### src/irsr_defs.svh
`ifndef IRSR_DEFS_SVH
`define IRSR_DEFS_SVH

// ----------------------------------------------------------------
// Primary line numbers
// ----------------------------------------------------------------
`define IRSR_P_BUS_ERR     1
`define IRSR_P_UART2       2
`define IRSR_P_UART1       3
`define IRSR_P_PIO_LOW     4
`define IRSR_P_TIMER1      8
`define IRSR_P_TIMER2      9
`define IRSR_P_SECOND      10
`define IRSR_P_TRACE       11
`define IRSR_P_CAN         12
`define IRSR_P_SPW0        13
`define IRSR_P_SPW1        14
`define IRSR_P_PIO7        15

// ----------------------------------------------------------------
// Secondary line numbers
// ----------------------------------------------------------------
`define IRSR_S_PULSE       1
`define IRSR_S_GTIMER1     2
`define IRSR_S_GTIMER2     3
`define IRSR_S_ADC         4
`define IRSR_S_DAC         5
`define IRSR_S_TX_DONE     6
`define IRSR_S_TX_EMPTY    7
`define IRSR_S_TX_FAULT    8
`define IRSR_S_RX_DONE     9
`define IRSR_S_RX_FULL     10
`define IRSR_S_RX_FAULT    11
`define IRSR_S_RX_PARITY   12
`define IRSR_S_SPW0_IRQ    13
`define IRSR_S_SPW0_TICK   14
`define IRSR_S_SPW1_IRQ    15
`define IRSR_S_SPW1_TICK   16
`define IRSR_S_CAN_IRQ     17
`define IRSR_S_CAN_SENT    18
`define IRSR_S_CAN_RCVD    19
`define IRSR_S_GPIO_LOW    24
`define IRSR_GPIO_FIRST    16

// ----------------------------------------------------------------
// Reset values and masks
// ----------------------------------------------------------------
`define IRSR_SEC_USED      32'hFF0F_FFFE
`define IRSR_RST_PEND      32'h0000_0000
`define IRSR_RST_PRIM      16'h0000

`endif

### src/irsr_pkg.sv
package irsr_pkg;

    typedef struct packed {
        logic [31:0] prev;
        logic [31:0] pending;
        logic        irq;
    } irsr_sec_state_t;

    typedef struct packed {
        logic [31:0] sec_src;
        logic [15:0] prim;
    } irsr_top_state_t;

endpackage

### src/irsr_sec_ctrl.sv
`timescale 1ns/1ps
`include "irsr_defs.svh"

module irsr_sec_ctrl
    import irsr_pkg::*;
(
    input  wire logic        sys_clk,
    input  wire logic        rstn,
    input  wire logic [31:0] src,
    input  wire logic [31:0] mask,
    input  wire logic [31:0] clear,
    output logic      [31:0] pending,
    output logic             irq
);

    irsr_sec_state_t st;
    irsr_sec_state_t next_st;
    logic [31:0]     rise;

    // ----------------------------------------------------------------
    // Edge capture
    // ----------------------------------------------------------------
    always_comb begin
        next_st = st;
        rise = src & ~st.prev & `IRSR_SEC_USED;
        next_st.prev = src;
        next_st.pending = (st.pending & ~clear) | rise;
        next_st.irq = |(next_st.pending & mask);
    end

    always_ff @(posedge sys_clk or negedge rstn) begin
        if (!rstn) begin
            st.prev    <= 32'h0000_0000;
            st.pending <= `IRSR_RST_PEND;
            st.irq     <= 1'b0;
        end else begin
            st <= next_st;
        end
    end

    assign pending = st.pending;
    assign irq     = st.irq;

endmodule

### src/irsr_top.sv
`timescale 1ns/1ps
`include "irsr_defs.svh"

module irsr_top
    import irsr_pkg::*;
(
    input  wire logic        sys_clk,
    input  wire logic        rstn,
    input  wire logic [7:0]  pio_irq,
    input  wire logic        spw1_irq,
    input  wire logic        spw0_irq,
    input  wire logic        can_irq,
    input  wire logic        trace_irq,
    input  wire logic        timer2_irq,
    input  wire logic        timer1_irq,
    input  wire logic        uart1_irq,
    input  wire logic        uart2_irq,
    input  wire logic        bus_err_irq,
    input  wire logic [23:0] gpio_irq,
    input  wire logic        can_sync_received,
    input  wire logic        can_sync_sent,
    input  wire logic        spw1_tick,
    input  wire logic        spw0_tick,
    input  wire logic        fifo_rx_parity_fault,
    input  wire logic        fifo_rx_bus_fault,
    input  wire logic        fifo_rx_ring_full,
    input  wire logic        fifo_rx_block_done,
    input  wire logic        fifo_tx_bus_fault,
    input  wire logic        fifo_tx_ring_empty,
    input  wire logic        fifo_tx_block_done,
    input  wire logic        dac_ready,
    input  wire logic        adc_ready,
    input  wire logic        gtimer2_expired,
    input  wire logic        gtimer1_expired,
    input  wire logic        pulse_done,
    input  wire logic [31:0] sec_mask,
    input  wire logic [31:0] sec_clear,
    output logic      [15:0] prim_irq,
    output logic      [31:0] sec_pending
);

    irsr_top_state_t st;
    irsr_top_state_t next_st;
    logic            sec_irq;

    // ----------------------------------------------------------------
    // Line assembly
    // ----------------------------------------------------------------
    function automatic logic [31:0] sec_vector(
        input logic [23:0] gpio,
        input logic [18:0] ev
    );
        logic [31:0] v;
        v = 32'h0000_0000;
        v[19:1] = ev;
        v[31:`IRSR_S_GPIO_LOW] = gpio[23:`IRSR_GPIO_FIRST];
        return v & `IRSR_SEC_USED;
    endfunction

    always_comb begin
        logic [18:0] ev;
        ev = 19'h0_0000;
        next_st = st;
        ev[`IRSR_S_PULSE-1]     = pulse_done;
        ev[`IRSR_S_GTIMER1-1]   = gtimer1_expired;
        ev[`IRSR_S_GTIMER2-1]   = gtimer2_expired;
        ev[`IRSR_S_ADC-1]       = adc_ready;
        ev[`IRSR_S_DAC-1]       = dac_ready;
        ev[`IRSR_S_TX_DONE-1]   = fifo_tx_block_done;
        ev[`IRSR_S_TX_EMPTY-1]  = fifo_tx_ring_empty;
        ev[`IRSR_S_TX_FAULT-1]  = fifo_tx_bus_fault;
        ev[`IRSR_S_RX_DONE-1]   = fifo_rx_block_done;
        ev[`IRSR_S_RX_FULL-1]   = fifo_rx_ring_full;
        ev[`IRSR_S_RX_FAULT-1]  = fifo_rx_bus_fault;
        ev[`IRSR_S_RX_PARITY-1] = fifo_rx_parity_fault;
        ev[`IRSR_S_SPW0_IRQ-1]  = spw0_irq;
        ev[`IRSR_S_SPW0_TICK-1] = spw0_tick;
        ev[`IRSR_S_SPW1_IRQ-1]  = spw1_irq;
        ev[`IRSR_S_SPW1_TICK-1] = spw1_tick;
        ev[`IRSR_S_CAN_IRQ-1]   = can_irq;
        ev[`IRSR_S_CAN_SENT-1]  = can_sync_sent;
        ev[`IRSR_S_CAN_RCVD-1]  = can_sync_received;
        next_st.sec_src = sec_vector(gpio_irq, ev);

        // Level pass-through, so no event is ever latched and lost
        next_st.prim = 16'h0000;
        next_st.prim[`IRSR_P_BUS_ERR] = bus_err_irq;
        next_st.prim[`IRSR_P_UART2]   = uart2_irq;
        next_st.prim[`IRSR_P_UART1]   = uart1_irq;
        next_st.prim[`IRSR_P_TIMER1]  = timer1_irq;
        next_st.prim[`IRSR_P_TIMER2]  = timer2_irq;
        next_st.prim[`IRSR_P_TRACE]   = trace_irq;
        next_st.prim[`IRSR_P_PIO_LOW+:4] = pio_irq[3:0];
        next_st.prim[`IRSR_P_SECOND] = sec_irq | pio_irq[4];
        next_st.prim[`IRSR_P_CAN]  = can_irq | pio_irq[5];
        next_st.prim[`IRSR_P_SPW0] = spw0_irq | pio_irq[6];
        next_st.prim[`IRSR_P_SPW1] = spw1_irq;
        next_st.prim[`IRSR_P_PIO7] = pio_irq[7];
    end

    always_ff @(posedge sys_clk or negedge rstn) begin
        if (!rstn) begin
            st.sec_src <= 32'h0000_0000;
            st.prim    <= `IRSR_RST_PRIM;
        end else begin
            st <= next_st;
        end
    end

    // ----------------------------------------------------------------
    // Secondary controller
    // ----------------------------------------------------------------
    // Registered source adds one cycle but keeps edge logic off raw pins
    irsr_sec_ctrl u_sec (
        .sys_clk (sys_clk),
        .rstn    (rstn),
        .src     (st.sec_src),
        .mask    (sec_mask),
        .clear   (sec_clear),
        .pending (sec_pending),
        .irq     (sec_irq)
    );

    assign prim_irq = st.prim;
endmodule

### config.mk
export PLATFORM = sky130hd
export DESIGN_NAME = irsr_top
export DESIGN_NICKNAME = d
export VERILOG_FILES = /design/src/irsr_pkg.sv /design/src/irsr_sec_ctrl.sv /design/src/irsr_top.sv
export VERILOG_INCLUDE_DIRS = /design/src
export SDC_FILE = /design/constraint.sdc
export NUM_CORES = 1
export LEC_CHECK = 0
export ABC_CLOCK_PERIOD_IN_PS = 3900
export BUFFER_PORTS_ARGS = -buffer_cell sky130_fd_sc_hd__buf_2
export CAP_MARGIN = 0
export CORE_ASPECT_RATIO = 0.7
export CORE_UTILIZATION = 49
export DETAILED_ROUTE_END_ITERATION = 10
export HOLD_SLACK_MARGIN = 0.15
export PLACE_DENSITY = 0.83
export SETUP_SLACK_MARGIN = 0.02
export SYNTH_ARGS = -nofsm -noshare
export SYNTH_HDL_FRONTEND = slang
export SYNTH_SLANG_ARGS = --single-unit
### constraint.sdc
create_clock -name sys_clk -period 3.9 [get_ports sys_clk]
set_clock_uncertainty 0.15 [all_clocks]
set_input_delay 0.975 -clock sys_clk [delete_from_list [all_inputs] [get_ports sys_clk]]
set_output_delay 0.975 -clock sys_clk [all_outputs]
set_load 0.02 [all_outputs]
## Yosys cells after proc, flatten, opt, wreduce, memory -nomap -nowiden

Index checks and enable logic that the tools add are counted.

| word-level totals | value |
|---|---|
| register bits after elaboration | 102 |
| bits of input ports | 123 |
| output and inout bits | 48 |
| logic and storage cells | 15 |

| operators by class | value |
|---|---|
| bitwise logic cells | 9 |
| reductions and logical operators | 1 |

Operator list:

| kind | number |
|---|---|
| $and A32 B32 Y32 | 3 |
| $not A32 Y32 | 2 |
| $or A32 B32 Y32 | 1 |
| $reduce_or A32 Y1 | 1 |
| $or A1 B1 Y1 | 3 |

## Longest topological paths before layout

| depth | value |
|---|---|
| depth after elaboration | 5 |
| depth in mapped cells | 5 |
| gate-level depth less buffers | 5 |

## Modules after synthesis

From an unflattened synthesis, not the netlist that was laid out.

| second synthesis, totals | value |
|---|---|
| cells, all modules | 260 |
| area, all modules | 3477.1 um2 |

By module, submodules not included:

| module | times used | seq. area each (um2) | cells each | area an instance (um2) |
|---|---|---|---|---|
| irsr_sec_ctrl | 1 | 1501.4 | 199 | 2308.5 |
| irsr_top | 1 | 1026.0 | 61 | 1168.6 |

## Worst setup path before layout

No wires, ideal clock.

| timing path | value |
|---|---|
| path type | in2reg |
| start point | in sec_clear[18] |
| end point | reg, netlist name u_sec.irq |
| setup slack | 1.743 ns |
| data required time | 3.612 ns |
| stages on the path | 4 |
| library setup time | 0.138 ns |
| data arrival time | 1.869 ns |
| buffers on the path | 0 |
| cell sequence | o22ai_1 -> a222oi_1 -> nand4_1 -> or4_1 |

RTL lines:

| what | RTL line | text |
|---|---|---|
| from (decl) | irsr_top.sv:37 | `input wire logic [31:0] sec_clear,` |

==> impl_summary.txt <==
----------------------------------------------------
[Flow run]
  Max-capacitance violation count ... 0

[STA]
  Slew of the pin with the lowest slew margin ... 589 ps
  Unrepaired setup endpoints after global routing ... no
  Final period util ... 53.5%
  Timing-limited maximum frequency ... 480 MHz
  Time the final worst path needs with I/O delays and setup ... 2090 ps
  Normalized max-slew margin ... 60.8%
  Setup Viol. Count Final ... 0
  Final number of max-transition violations ... 0
  Final hold viol count ... 0
  Post-route setup TNS ... 0 ps

[Setup path]
  Critical register-to-register path startpoint ... u_sec.pending[0]
  Classification of the worst setup path ... primary input to register
  Largest stage delay, worst path ... 490 ps
  Req. time, crit path ... 3970 ps
  Buffers & Inverters on Critical Path ... 1
  Max FO, Critical Path ... 2
  First element of the critical path ... sec_clear[0]
  Data arrival at the endpoint of the critical path ... 2160 ps
  Depth of the most critical reg-to-reg path ... 4
  Setup crit end kind ... register
  Levels on crit path ... 5
  Worst-path cell with the longest stage delay ... sky130_fd_sc_hd__or4_1
  Capture instance of the worst register-to-register path ... u_sec.irq
  Crit path cell chain ... buf_2 > nor2b_4 > a222oi_1 > nand4_1 > or4_1
  Crit path launch type ... primary input
  Worst setup slack for register-to-register paths ... 2080 ps
  Cell type group with the largest total delay on the critical path ... simple AND/OR/NAND/NOR gates
  Capturing instance or port of the critical path ... u_sec.irq

[Routing]
  Initial DRT Pass Iterations ... 4
  Remaining design rule violation count ... 0
  Number of design-rule violations left by the first detailed-router iteration ... 77
  Antenna viol nets, final ... 0
  Wire per inst ... 13.3 um
  Final routed wirelength across all metal layers ... 6.33 mm
  Routed vias/inst ... 4.47
  Routed via count ... 2121

[GRT]
  First-pass GRT wire length ... 9.65 mm
  Leftover overflow at the end of global routing ... 0
  Via count of the first global-routing pass ... 2183
  Maximum number of pins on one net before global-route repair ... 56
  Number of antenna violations at the first check in global routing ... 0
  Combined global-route utilization of all metal layers ... 18.0%

[Clock tree]
  Clock network latency to the later pin of the worst-skew pair ... 340 ps
  Worst-path clk slew ... 90 ps
  Clock buffer depth ... 2
  Hold-fix buffers, CTS ... 0
  Clock tree from TritonCTS ... built
  Resize count post-CTS ... 0
  Number of buffers inserted to repair setup after CTS ... 0
  Clock buffer count from CTS ... 9
  Number of H-tree levels ... 3
  Cell at the root of the clock tree ... sky130_fd_sc_hd__clkbuf_8
  Clock Sinks ... 101

[Layout]
  Non-Filler Cell Area, Final ... 4190 um2
  Proportion of layout cells with a drive suffix above 1 ... 45.9%
  Total inserted antenna cells ... 0
  Area added between synthesis and finish ... 20.4%
  Final-stage net count ... 500

[Floorplanning]
  Number of placement rows ... 25
  Die width ... 103 um
  Effective utilization at floorplan ... 51.0%
  Die Y ... 72.5 um
  Count of pins on the block boundary ... 171
  Core area ... 6820 um2
  Die outline area ... 7440 um2

[Yosys]
  Number of synthesized register bits ... 101
  Mapped Nets ... 383
  Mean instance size in the synthesized netlist ... 13.4 um2
  Leading post-synthesis cells by cell area ... sky130_fd_sc_hd__dfrtp_1, sky130_fd_sc_hd__buf_4, sky130_fd_sc_hd__inv_1, sky130_fd_sc_hd__o22ai_1, sky130_fd_sc_hd__a22oi_1
  Ys Warns ... 0
  Area fraction of the dominant cell type after synthesis ... 72.7%
  Netlist Area Pre-Place ... 3480 um2
  Post-synthesis cell type count ... 16
  Number of standard cells after synthesis ... 260
  Dominant cell type by area after synthesis ... sky130_fd_sc_hd__dfrtp_1
  Sequential element share of the synthesized area ... 72.7%

[Placement]
  Number of port buffers ... 153
  Cell area reported after detailed placement ... 4020 um2
  Final estimated routing congestion in global placement ... 0.727
  Half-perimeter wire length after placement ... 4.93 mm

[Min path]
  Path type of the worst min-delay path ... register to register

[Status]
  Result of the run ... complete, no violations

[Power]
  Cell Pwr Density ... 456 nW/um2
  Highest ir drop seen on vdd ... 0.252 mV
  Static Leakage ... 2.24 nW

----------------------------------------------------
==> layout by cell type (no fill, tap or decap), drive strengths merged <==
cell	Yosys	routed
o22ai	27	27
clkinv	3	4
a222oi	1	1
nor2b	5	5
nand4	4	4
conb	1	1
a22oi	14	14
clkinvlp	0	1
dfrtp	101	101
inv	51	53
or2	3	3
clkbuf	0	11
or4	1	1
buf	48	154
nand2	1	1
==> how the worst min path moves through the flow <==
stage	from	to	slack [ps]	cells past startpoint
after floorplan	st[17]	u_sec.st[34]	200	0
after global placement	st[30]	u_sec.st[47]	210	0
after detailed placement	st[32]	u_sec.st[49]	210	0
after CTS	st[45]	u_sec.st[62]	230	0
after global routing	st[40]	u_sec.st[57]	240	0
final	st[27]	u_sec.st[44]	230	0
==> cells in the mapped netlist <==
master,n
sky130_fd_sc_hd__nand2_1,1
sky130_fd_sc_hd__a22oi_1,13
sky130_fd_sc_hd__o22ai_1,27
sky130_fd_sc_hd__buf_4,48
sky130_fd_sc_hd__nand4_1,4
sky130_fd_sc_hd__inv_2,3
sky130_fd_sc_hd__conb_1,1
sky130_fd_sc_hd__or4_1,1
sky130_fd_sc_hd__nor2b_1,4
sky130_fd_sc_hd__a222oi_1,1
sky130_fd_sc_hd__inv_1,48
sky130_fd_sc_hd__dfrtp_1,101
sky130_fd_sc_hd__a22oi_2,1
sky130_fd_sc_hd__or2_2,3
sky130_fd_sc_hd__nor2b_4,1
sky130_fd_sc_hd__clkinv_1,3
==> metal layers <==
metal	track usage, %	up-vias	part of all wire [%]
met1	21.1	985	42
met3	8.29	6	9.6
met4	3.81	0	0.69
met2	30.7	110	48
li1	-	1020	-
met5	0	-	0
==> stage by stage <==
stage                     hold slack [ps]  total power [mW]  utilization [%]  worst slack (ps)  instances
after detailed placement              210              1.37             59.0              1440        460
after CTS                             231              1.94             61.4              1830        475
after global placement                206              1.36             59.0              1500        460
final                                 228              1.91             61.4              1810        475
after global routing                  243              2.01             61.4              1760        475
after floorplan                       204              1.29                -              1740        260
==> power breakdown <==
group	total [mW]	switching, mW	internal (mW)
logic	0.212	0.125	0.0875
registers	1.13	0.0267	1.11
clock network	0.564	0.329	0.235
total	1.91	0.480	1.43
==> final cells by class <==
| type | instances | area (um2) |
|---|---|---|
| timing repair buffer | 154 | 788 |
| multi-input combinational | 57 | 387 |
| inverter | 54 | 203 |
| fill | 540 | 2630 |
| clock inverter | 4 | 33.8 |
| tap | 94 | 118 |
| clock buffer | 11 | 131 |
| sequential | 101 | 2530 |
==> sequential cells by signal (all words and copies together), names as in the netlist <==
register and cells:
u_sec.irq 1, prim_irq 15, st 26, u_sec.st 27, u_sec.pending 32
==> cell families after synthesis <==
family | synth area share (%)
buffers and inverters | 16.2
DFF | 72.7
AOI/OAI and AO/OA | 8.31
and+or+nand+nor | 2.70
other | 0.108
No activity file was read; power rests on OpenSTA's default activity.
